### config.mk
export PLATFORM = sky130hd
export DESIGN_NAME = npic_ctrl
export DESIGN_NICKNAME = d
export VERILOG_FILES = /design/src/inc/npic_pkg.sv /design/src/verilog/npic_ctrl.sv
export SDC_FILE = /design/constraint.sdc
export NUM_CORES = 1
export LEC_CHECK = 0
export BUFFER_PORTS_ARGS = -buffer_cell sky130_fd_sc_hd__clkbuf_2
export CAP_MARGIN = 20
export CORE_UTILIZATION = 25
export DETAILED_ROUTE_END_ITERATION = 10
export GPL_ROUTABILITY_DRIVEN = 1
export GPL_TIMING_DRIVEN = 1
export PLACE_DENSITY = 0.5
export SKIP_CTS_REPAIR_TIMING = 1
export SLEW_MARGIN = 25
export SYNTH_ARGS = -nofsm -noshare
export SYNTH_HDL_FRONTEND = slang
export SYNTH_SLANG_ARGS = --single-unit
### constraint.sdc
create_clock -name clk -period 15.8 [get_ports clk]
set_clock_uncertainty 0.15 [all_clocks]
set_input_delay 2.37 -clock clk [delete_from_list [all_inputs] [get_ports clk]]
set_output_delay 2.37 -clock clk [all_outputs]
set_load 0.01 [all_outputs]
### src/inc/npic_pkg.sv
package npic_pkg;
	// Two-bit level codes held in the condition-code priority bits
	localparam logic [1:0] LVL0_CODE = 2'h2;
	localparam logic [1:0] LVL1_CODE = 2'h1;
	localparam logic [1:0] LVL2_CODE = 2'h0;
	localparam logic [1:0] LVL3_CODE = 2'h3;
	// Positions of the priority bits in the condition-code register
	localparam int LEVEL_BIT_UPPER_POS = 5;
	localparam int LEVEL_BIT_LOWER_POS = 3;
	localparam logic [7:0] CC_RESET = 8'hea;
	// Vector numbering: 0 is the top-level pin, 1..13 maskable
	localparam int NUM_VECTORS = 14;
	localparam logic [15:0] VEC_RESET = 16'hfffe;
	localparam logic [15:0] VEC_TRAP = 16'hfffc;
	localparam logic [15:0] VEC_TOP = 16'hfffa;
	localparam logic [7:0] LEVEL_REGS_RESET = 8'hff;
	// Register indices of the four per-vector level registers
	localparam logic [1:0] LEVEL_REG0 = 2'h0;
	localparam logic [1:0] LEVEL_REG3 = 2'h3;
	// Default halt-exit capability per vector (bit n = vector n)
	localparam logic [13:0] HALT_WAKE_MASK = 14'h20bf;
	// Default external-line vectors (edge latched, auto-cleared)
	localparam logic [13:0] EXT_MASK = 14'h003c;
	// Number of stacked bytes: PCH, PCL, X, A, CC
	localparam logic [2:0] STACK_BYTES = 3'h5;
	typedef enum logic [1:0] {SRC_RESET, SRC_TRAP, SRC_TOP, SRC_MASK} npic_src_t;
endpackage

### src/verilog/npic_ctrl.sv
// Added by the designer: the plain strobed port and the placing of the registers.
`timescale 1ns/100ps
// Summary of operation
// Level codes 10,01,00,11 in condition bits
// Finish current instruction before taking request
// Stack PC, X, A, condition register
// Load priority bits from vector level
// Load PC from fixed vector after stacking
// Return restores stacked priority bits
// Highest software level, then hardware priority
// Unserviced requests stay latched until winning
// Pin event, reset, trap rank top level
// Reset and trap unmasked, set level 3
// Reset and trap leave halt mode
// Trap serviced on instruction; pin preempts
// Reset highest in both priorities
// Maskable needs enable and higher level
// Pin edge raises top request, like trap
// External edges latched, cleared on entry
// Shared external line ORs enabled pins
// Peripheral request needs flag and enable
// Flag clearing sequence drops pending latch
// Any request ends wait; selected end halt
// Halt exit picks among halt-capable only
// Unique hardware order; equal level not preempting
// Writes of level-0 code are ignored per field
// Arbitrate and present vector at boundaries
module npic_ctrl #(
	parameter int EXT_PINS = 4,
	parameter logic [13:0] HALT_WAKE = npic_pkg::HALT_WAKE_MASK,
	parameter logic [13:0] EXT_LINES = npic_pkg::EXT_MASK
) (
	input wire logic clk,
	input wire logic reset,
	// Level register port
	input wire logic [1:0] addr,
	input wire logic [7:0] wdata,
	input wire logic wr,
	input wire logic rd,
	output logic [7:0] rdata,
	// External pins and peripheral flags
	input wire logic top_level_pin_irq,
	input wire logic top_edge_rising,
	input wire logic [EXT_PINS-1:0] ext_pin [4],
	input wire logic [EXT_PINS-1:0] ext_pin_en [4],
	input wire logic [4:0] ext_irq_sensitivity_ctrl,
	input wire logic [13:0] periph_flag,
	input wire logic [13:0] periph_en,
	input wire logic [13:0] periph_clear,
	// CPU sequencer side
	input wire logic instr_boundary,
	input wire logic trap_exec,
	input wire logic return_from_isr,
	input wire logic [7:0] stack_cc,
	input wire logic cc_sw_load,
	input wire logic [7:0] cc_sw_value,
	input wire logic push_ready,
	input wire logic wait_mode,
	input wire logic halt_mode,
	output logic [7:0] condition_code_reg,
	output logic take_irq,
	output logic [15:0] program_counter,
	output logic push_en,
	output logic [2:0] push_sel,
	output logic service_busy,
	output logic wake
);
	// ************************************************************
	// Level registers
	// ************************************************************
	logic [7:0] vector_level_regs [4];
	logic [1:0] cur_code;
	logic [13:0] pend;
	logic reset_pend, trap_pend, top_pend;
	logic [EXT_PINS-1:0] ext_q1 [4];
	logic [EXT_PINS-1:0] ext_q2 [4];
	logic [EXT_PINS-1:0] ext_q3 [4];
	logic top_q1, top_q2, top_q3;

	// Map a two-bit code to a numeric rank 0..3
	function automatic logic [1:0] code_rank(input logic [1:0] c);
		case (c)
			npic_pkg::LVL0_CODE: code_rank = 2'h0;
			npic_pkg::LVL1_CODE: code_rank = 2'h1;
			npic_pkg::LVL2_CODE: code_rank = 2'h2;
			default: code_rank = 2'h3;
		endcase
	endfunction

	// Field-wise merge keeps old field where level-0 is written
	function automatic logic [7:0] merge_level(input logic [7:0] old_v, input logic [7:0] new_v);
		logic [7:0] r;
		r = new_v;
		for (int i = 0; i < 4; i++) begin
			if (new_v[2*i+:2] == npic_pkg::LVL0_CODE) begin
				r[2*i+:2] = old_v[2*i+:2];
			end
		end
		merge_level = r;
	endfunction

	// Level registers: top nibble of the last one is fixed high
	always_ff @(posedge clk) begin
		if (reset) begin
			for (int i = 0; i < 4; i++) begin
				vector_level_regs[i] <= npic_pkg::LEVEL_REGS_RESET;
			end
		end else if (wr) begin
			vector_level_regs[addr] <= merge_level(vector_level_regs[addr], wdata);
			if (addr == npic_pkg::LEVEL_REG3) begin
				vector_level_regs[addr][7:4] <= 4'hf;
			end
		end
	end

	// Read data stands one cycle after the strobe
	always_ff @(posedge clk) begin
		if (reset) begin
			rdata <= 8'h00;
		end else if (rd) begin
			rdata <= vector_level_regs[addr];
		end else begin
			rdata <= 8'h00;
		end
	end

	// ************************************************************
	// Request latching
	// ************************************************************
	// Pins cross into the clock domain through two flops first
	always_ff @(posedge clk) begin
		if (reset) begin
			top_q1 <= 1'b0;
			top_q2 <= 1'b0;
			top_q3 <= 1'b0;
			for (int i = 0; i < 4; i++) begin
				ext_q1[i] <= '0;
				ext_q2[i] <= '0;
				ext_q3[i] <= '0;
			end
		end else begin
			top_q1 <= top_level_pin_irq;
			top_q2 <= top_q1;
			top_q3 <= top_q2;
			for (int i = 0; i < 4; i++) begin
				ext_q1[i] <= ext_pin[i];
				ext_q2[i] <= ext_q1[i];
				ext_q3[i] <= ext_q2[i];
			end
		end
	end

	logic top_edge;
	logic [3:0] ext_edge;
	// Selected edge per group; pins of one group are ORed
	always_comb begin
		top_edge = top_edge_rising ? (top_q2 & ~top_q3) : (~top_q2 & top_q3);
		for (int i = 0; i < 4; i++) begin
			ext_edge[i] = ext_irq_sensitivity_ctrl[i] ?
				|(ext_q2[i] & ~ext_q3[i] & ext_pin_en[i]) :
				|(~ext_q2[i] & ext_q3[i] & ext_pin_en[i]);
		end
	end

	npic_pkg::npic_src_t sel_src;
	npic_pkg::npic_src_t next_src;
	logic [3:0] sel_vec;
	logic [3:0] best_vec;
	logic entering;
	// Pending latches: new events win over the entry clear
	always_ff @(posedge clk) begin
		if (reset) begin
			pend <= '0;
		end else begin
			for (int v = 1; v < npic_pkg::NUM_VECTORS; v++) begin
				if (EXT_LINES[v]) begin
					if (ext_edge[2'(v - 2)]) begin
						pend[v] <= 1'b1;
					end else if (entering && next_src == npic_pkg::SRC_MASK && best_vec == 4'(v)) begin
						pend[v] <= 1'b0;
					end
				end else if (periph_clear[v]) begin
					pend[v] <= 1'b0;
				end else begin
					pend[v] <= periph_flag[v] & periph_en[v];
				end
			end
			pend[0] <= 1'b0;
		end
	end

	// Top-level, trap and reset latches
	always_ff @(posedge clk) begin
		if (reset) begin
			reset_pend <= 1'b1;
			trap_pend <= 1'b0;
			top_pend <= 1'b0;
		end else begin
			if (entering && next_src == npic_pkg::SRC_RESET) begin
				reset_pend <= 1'b0;
			end
			if (trap_exec) begin
				trap_pend <= 1'b1;
			end else if (entering && next_src == npic_pkg::SRC_TRAP) begin
				trap_pend <= 1'b0;
			end
			if (top_edge) begin
				top_pend <= 1'b1;
			end else if (entering && next_src == npic_pkg::SRC_TOP) begin
				top_pend <= 1'b0;
			end
		end
	end

	// ************************************************************
	// Arbitration
	// ************************************************************
	logic [1:0] cur_rank;
	logic found;
	logic [1:0] best_rank;
	logic [1:0] best_code;
	logic halted;
	// Lowest vector number wins ties: it has the higher hardware rank
	always_comb begin
		logic [1:0] c;
		c = 2'h0;
		cur_rank = code_rank(cur_code);
		found = 1'b0;
		best_rank = 2'h0;
		best_vec = 4'h0;
		best_code = npic_pkg::LVL0_CODE;
		for (int v = npic_pkg::NUM_VECTORS - 1; v >= 1; v--) begin
			c = vector_level_regs[v/4][2*(v%4)+:2];
			if (pend[v] && (!halted || HALT_WAKE[v]) && code_rank(c) > cur_rank) begin
				if (!found || code_rank(c) >= best_rank) begin
					found = 1'b1;
					best_rank = code_rank(c);
					best_vec = 4'(v);
					best_code = c;
				end
			end
		end
	end

	logic next_any;
	// Reset, then pin, then trap rank above all maskable levels
	always_comb begin
		next_any = 1'b1;
		next_src = npic_pkg::SRC_MASK;
		if (reset_pend) begin
			next_src = npic_pkg::SRC_RESET;
		end else if (top_pend) begin
			next_src = npic_pkg::SRC_TOP;
		end else if (trap_pend) begin
			next_src = npic_pkg::SRC_TRAP;
		end else begin
			next_any = found;
		end
	end

	// ************************************************************
	// Entry sequencer
	// ************************************************************
	typedef enum logic [1:0] {NPIC_IDLE, NPIC_PUSH, NPIC_LOAD} npic_state_t;
	npic_state_t state;
	logic [2:0] push_cnt;
	logic [1:0] sel_code;
	// Sample the winner only at an instruction boundary
	assign entering = (state == NPIC_IDLE) && instr_boundary && next_any;
	assign halted = halt_mode;

	always_ff @(posedge clk) begin
		if (reset) begin
			state <= NPIC_IDLE;
			sel_src <= npic_pkg::SRC_RESET;
			sel_vec <= 4'h0;
			sel_code <= npic_pkg::LVL3_CODE;
			push_cnt <= 3'h0;
		end else begin
			case (state)
				NPIC_IDLE: begin
					if (entering) begin
						sel_src <= next_src;
						sel_vec <= best_vec;
						sel_code <= (next_src == npic_pkg::SRC_MASK) ? best_code : npic_pkg::LVL3_CODE;
						push_cnt <= 3'h0;
						// Reset skips stacking
						state <= (next_src == npic_pkg::SRC_RESET) ? NPIC_LOAD : NPIC_PUSH;
					end
				end
				NPIC_PUSH: begin
					if (push_ready) begin
						push_cnt <= push_cnt + 3'h1;
						if (push_cnt == npic_pkg::STACK_BYTES - 3'h1) begin
							state <= NPIC_LOAD;
						end
					end
				end
				NPIC_LOAD: begin
					state <= NPIC_IDLE;
				end
				default: begin
					state <= NPIC_IDLE;
				end
			endcase
		end
	end

	assign push_en = (state == NPIC_PUSH);
	assign push_sel = push_cnt;
	assign service_busy = (state != NPIC_IDLE);

	// Vector address from source: maskable vectors step down by two
	always_ff @(posedge clk) begin
		if (reset) begin
			program_counter <= 16'h0000;
			take_irq <= 1'b0;
		end else begin
			take_irq <= 1'b0;
			if (state == NPIC_LOAD) begin
				take_irq <= 1'b1;
				case (sel_src)
					npic_pkg::SRC_RESET: program_counter <= npic_pkg::VEC_RESET;
					npic_pkg::SRC_TRAP: program_counter <= npic_pkg::VEC_TRAP;
					npic_pkg::SRC_TOP: program_counter <= npic_pkg::VEC_TOP;
					default: program_counter <= npic_pkg::VEC_TOP - {11'h0, sel_vec, 1'b0};
				endcase
			end
		end
	end

	// Condition register: entry, return and software loads
	always_ff @(posedge clk) begin
		if (reset) begin
			condition_code_reg <= npic_pkg::CC_RESET;
		end else if (state == NPIC_LOAD) begin
			condition_code_reg[npic_pkg::LEVEL_BIT_UPPER_POS] <= sel_code[1];
			condition_code_reg[npic_pkg::LEVEL_BIT_LOWER_POS] <= sel_code[0];
		end else if (return_from_isr) begin
			condition_code_reg <= stack_cc;
		end else if (cc_sw_load) begin
			condition_code_reg <= cc_sw_value;
		end
	end
	assign cur_code = {condition_code_reg[npic_pkg::LEVEL_BIT_UPPER_POS],
		condition_code_reg[npic_pkg::LEVEL_BIT_LOWER_POS]};

	// Wake: any request ends wait, only capable ones end halt
	always_comb begin
		wake = 1'b0;
		if (reset_pend || trap_pend || top_pend) begin
			wake = 1'b1;
		end else if (wait_mode && |pend) begin
			wake = 1'b1;
		end else if (halt_mode && |(pend & HALT_WAKE)) begin
			wake = 1'b1;
		end
	end

	// ************************************************************
	// Checks
	// ************************************************************
	chk_reset_skip: assert property (@(posedge clk) disable iff (reset)
		entering && next_src == npic_pkg::SRC_RESET |=> state == NPIC_LOAD)
		else $error("reset entry stacked");
	chk_stack_five: assert property (@(posedge clk) disable iff (reset)
		state == NPIC_PUSH && push_ready && push_cnt == 3'h4 |=> state == NPIC_LOAD)
		else $error("stack count wrong");
	chk_level_load: assert property (@(posedge clk) disable iff (reset)
		state == NPIC_LOAD |=> cur_code == $past(sel_code))
		else $error("level not loaded");
	chk_nmi_level: assert property (@(posedge clk) disable iff (reset)
		state == NPIC_LOAD && sel_src != npic_pkg::SRC_MASK |=> cur_code == npic_pkg::LVL3_CODE)
		else $error("nmi level not 3");
	chk_vec_take: assert property (@(posedge clk) disable iff (reset)
		state == NPIC_LOAD |=> take_irq && program_counter[15:5] == 11'h7ff)
		else $error("vector not loaded");
	chk_boundary: assert property (@(posedge clk) disable iff (reset)
		state == NPIC_IDLE && !instr_boundary |=> state == NPIC_IDLE)
		else $error("entry off boundary");
	chk_mask_lvl: assert property (@(posedge clk) disable iff (reset)
		entering && next_src == npic_pkg::SRC_MASK |-> code_rank(best_code) > cur_rank)
		else $error("masked request taken");
	chk_return_cc: assert property (@(posedge clk) disable iff (reset)
		return_from_isr && state != NPIC_LOAD |=> condition_code_reg == $past(stack_cc))
		else $error("return not restored");
	chk_lvl0_write: assert property (@(posedge clk) disable iff (reset)
		wr && addr == npic_pkg::LEVEL_REG0 && wdata[1:0] == npic_pkg::LVL0_CODE
		|=> vector_level_regs[0][1:0] == $past(vector_level_regs[0][1:0]))
		else $error("level0 written");
	cov_reset_entry: cover property (@(posedge clk) state == NPIC_LOAD && sel_src == npic_pkg::SRC_RESET);
	cov_trap_entry: cover property (@(posedge clk) state == NPIC_LOAD && sel_src == npic_pkg::SRC_TRAP);
	cov_mask_entry: cover property (@(posedge clk) state == NPIC_LOAD && sel_src == npic_pkg::SRC_MASK);
endmodule

==> impl_metrics.py <==
metrics = {
    "outcome": {
        "status": "finished, final reports clean",
    },
    "clock_tree": {
        "path_clk_slew_ns": 0.08,
        "cts_tree": "built",
        "cts_made_buffers": 9,
        "root_buffer": "clkbuf_16",
        "cts_max_path_buffers": 2,
        "clock-sinks": 109,
        "ctsHtreeMaxLevel": 3,
        "clock_latency_ns": 0.36,
    },
    "sta": {
        "final_max_slew_viol_count": 0,
        "worst_slew_pin_slew_ns": 0.920,
        "fin_crit_ns": 14.81,
        "relSlewSlack": 0.379,
        "whs_ns": 0.289,
        "fin_tns_setup_ns": 0,
        "rsz0062_at_grt": "false",
        "hold_viol": 0,
        "finalSetupViolations": 0,
        "max_freq_ghz": 0.0675,
        "period_share": 0.937,
    },
    "synth": {
        "synthesis.nets": 876,
        "syn_area_mm2": 0.00639,
        "syn-mean-instance-area_um2": 9.18,
        "async_flop_share": 0,
        "ys_ff_latch": 109,
        "synth_cell_types": 70,
        "synth_top_area_share": 0.241,
        "synth_edf_count": 32,
        "syn-instance-count": 696,
        "synth_flop_cell": "dfxtp_1",
        "seq_area_frac_synth": 0.391,
        "synthTopCellsByArea": "dfxtp_1 (24%), edfxtp_1 (15%), ha_1 (12%)",
        "synth_top_cell_by_area": "dfxtp_1",
        "yosysWarnings": 0,
    },
    "placement": {
        "dp.final_hpwl_mm": 13.2,
        "io_buffers": 121,
        "gp_congestion": 0.791,
    },
    "worst_setup_path": {
        "path_class": "input port to register",
        "cpPeakStageDelay_ns": 0.61,
        "start_kind": "input port",
        "cp.required_ns": 15.87,
        "cp_slowest_cell": "or4_1",
        "cp_data_arrival_time_ns": 14.89,
        "worstPathMaxFanout": 6,
        "endpoint_kind": "register",
    },
    "route": {
        "met3_length_um": 694,
        "wl_met2_mm": 7.47,
        "drt-met1-wl_mm": 8.11,
        "viasPerCell": 4.56,
        "routed.top_layer": "met4",
        "ant_nets": 0,
        "drt_pass1_iterations": 4,
        "drt_iter0_drc": 267,
        "num_vias": 5363,
        "wl_per_cell_um": 14.0,
        "wl_mm": 16.5,
        "drc": 0,
    },
    "cells_and_area": {
        "drive_above_1_share": 0.250,
        "largest_reg_flops": 32,
        "antenna_cells": 0,
        "top_register": "vector_level_regs",
        "fin_nets": 1022,
        "areaGrowthSynthToFinish_pct": 23.0,
        "top_regs": "vector_level_regs x32, pend x11",
        "fillers": 2658,
    },
    "grt": {
        "grt_pass1_vias": 4893,
        "overflow": 0,
        "grt_first_pass_wirelength_mm": 25.5,
        "gr-usage-all-layers": 0.126,
        "antenna_found_initial": 0,
        "grt_max_degree": 77,
    },
    "die": {
        "die_w_um": 162,
        "core_mm2": 0.0251,
        "io_pins": 157,
        "rows": 58,
        "fp.dieH_um": 162,
        "start_util": 0.255,
        "die_area_mm2": 0.0262,
    },
    "power": {
        "peakVddDrop_v": 0.0000403,
        "p_per_area_mw_per_mm2": 87.7,
        "power_mw": 0.689,
        "p_leak_nw": 3.42,
    },
    "flow_run": {
        "maxCapViolCount": 0,
    },
    "min_path": {
        "hold_class": "register to register",
    },
}
[cell usage in the layout (no fill, tap or decap), types with 4 or more instances in the layout]
cell type and instances:
a21oi_1 36, edfxtp_1 32, o22ai_1 8, clkbuf_16 9, nand4_1 6, a21o_1 5, nor2_1 59, a211oi_1 10
mux4_2 8, ha_1 62, o21ai_0 19, nand3b_1 7, nor3b_1 4, nor3_1 18, nand2b_1 14, nand3_1 12
and2_1 13, inv_1 33, o2111ai_1 5, buf_4 39, o211ai_1 9, dfxtp_1 77, nor2b_1 45, a31oi_1 7
or2_2 12, o21ai_1 7, nand2_1 88, mux2i_1 8, clkbuf_2 120
[metal layers]
metal / GRT usage / vias to the layer above
met2: 0.197 / 98
met1: 0.175 / 2457
met3: 0.0212 / 13
li1: - / 2795
met5: 0 / -
met4: 0.0412 / 0
[cell usage after synthesis (6+ instances only)]
cell type,count
and2_1,13
nor2_1,60
o21ai_0,22
clkbuf_1,12
a31oi_1,7
nand2_1,88
nand4_1,6
or2_2,12
nor3_1,18
o22ai_1,8
buf_4,10
inv_1,33
mux2i_1,8
o211ai_1,9
a211oi_1,11
nor2b_1,45
mux4_2,8
edfxtp_1,32
ha_1,62
nand3_1,12
dfxtp_1,77
a21oi_1,36
nand2b_1,14
nand3b_1,7
[critical path, delay by kind of cell]
kind	cells	cell delay, ns
simple gates	30	4.64
buf+inv	4	0.61
compound gates	28	4.66
fa+ha+maj	9	2.30
mux	1	0.27
[metrics by stage]
stage | cells | cell area, µm² | setup WS (ns) | util
floorplan | 696 | 6390 | 1.14 | -
global placement | 1158 | 7550 | 0.343 | 0.301
detailed placement | 1158 | 7550 | 0.403 | 0.301
CTS | 1174 | 7830 | 0.715 | 0.312
global route | 1177 | 7860 | 0.0452 | 0.313
finish | 1177 | 7860 | 0.988 | 0.313
[report_power, final]
part	total (mW)	switching (mW)	internal [mW]
Clock	0.220	0.110	0.110
Combinational	0.158	0.0890	0.0691
Sequential	0.311	0.00956	0.301
Total	0.689	0.209	0.480
[final timing paths]
kind                                                    startpoint                       end  slack (ns)  cells past startpoint
worst min-delay path                       ext_q1[1][0]$_SDFF_PP0_   ext_q2[1][0]$_SDFF_PP0_        0.29                      1
worst min register to register             ext_q1[1][0]$_SDFF_PP0_   ext_q2[1][0]$_SDFF_PP0_        0.29                      1
worst max register to register  condition_code_reg[5]$_SDFFE_PP1P_  sel_code[1]$_SDFFE_PP1P_        1.36                     79
worst max-delay path                                     halt_mode  sel_code[1]$_SDFFE_PP1P_        0.99                     72
[area by class of cell]
class | instances | area (µm²) | area share
Inverter | 34 | 128 | 0.0162
Sequential cell | 109 | 2500 | 0.318
Timing Repair Buffer | 160 | 898 | 0.114
Clock buffer | 10 | 229 | 0.0291
Multi-Input combinational cell | 528 | 3640 | 0.463
Clock inverter | 6 | 53.8 | 0.00684
Tap cell | 330 | 413 | 0.0525
[cell families after synthesis]
| logic type | Yosys count | synth area share |
|---|---|---|
| adders and majority gates | 62 | 0.121 |
| and+or+nand+nor | 294 | 0.231 |
| other | 1 | 0.000587 |
| xor gates and xnor gates | 3 | 0.00411 |
| AOI/OAI and AO/OA | 149 | 0.165 |
| DFF | 109 | 0.391 |
| muxes | 19 | 0.0460 |
| buffers and inverters | 59 | 0.0407 |
Power figures use the tool's default switching activity.
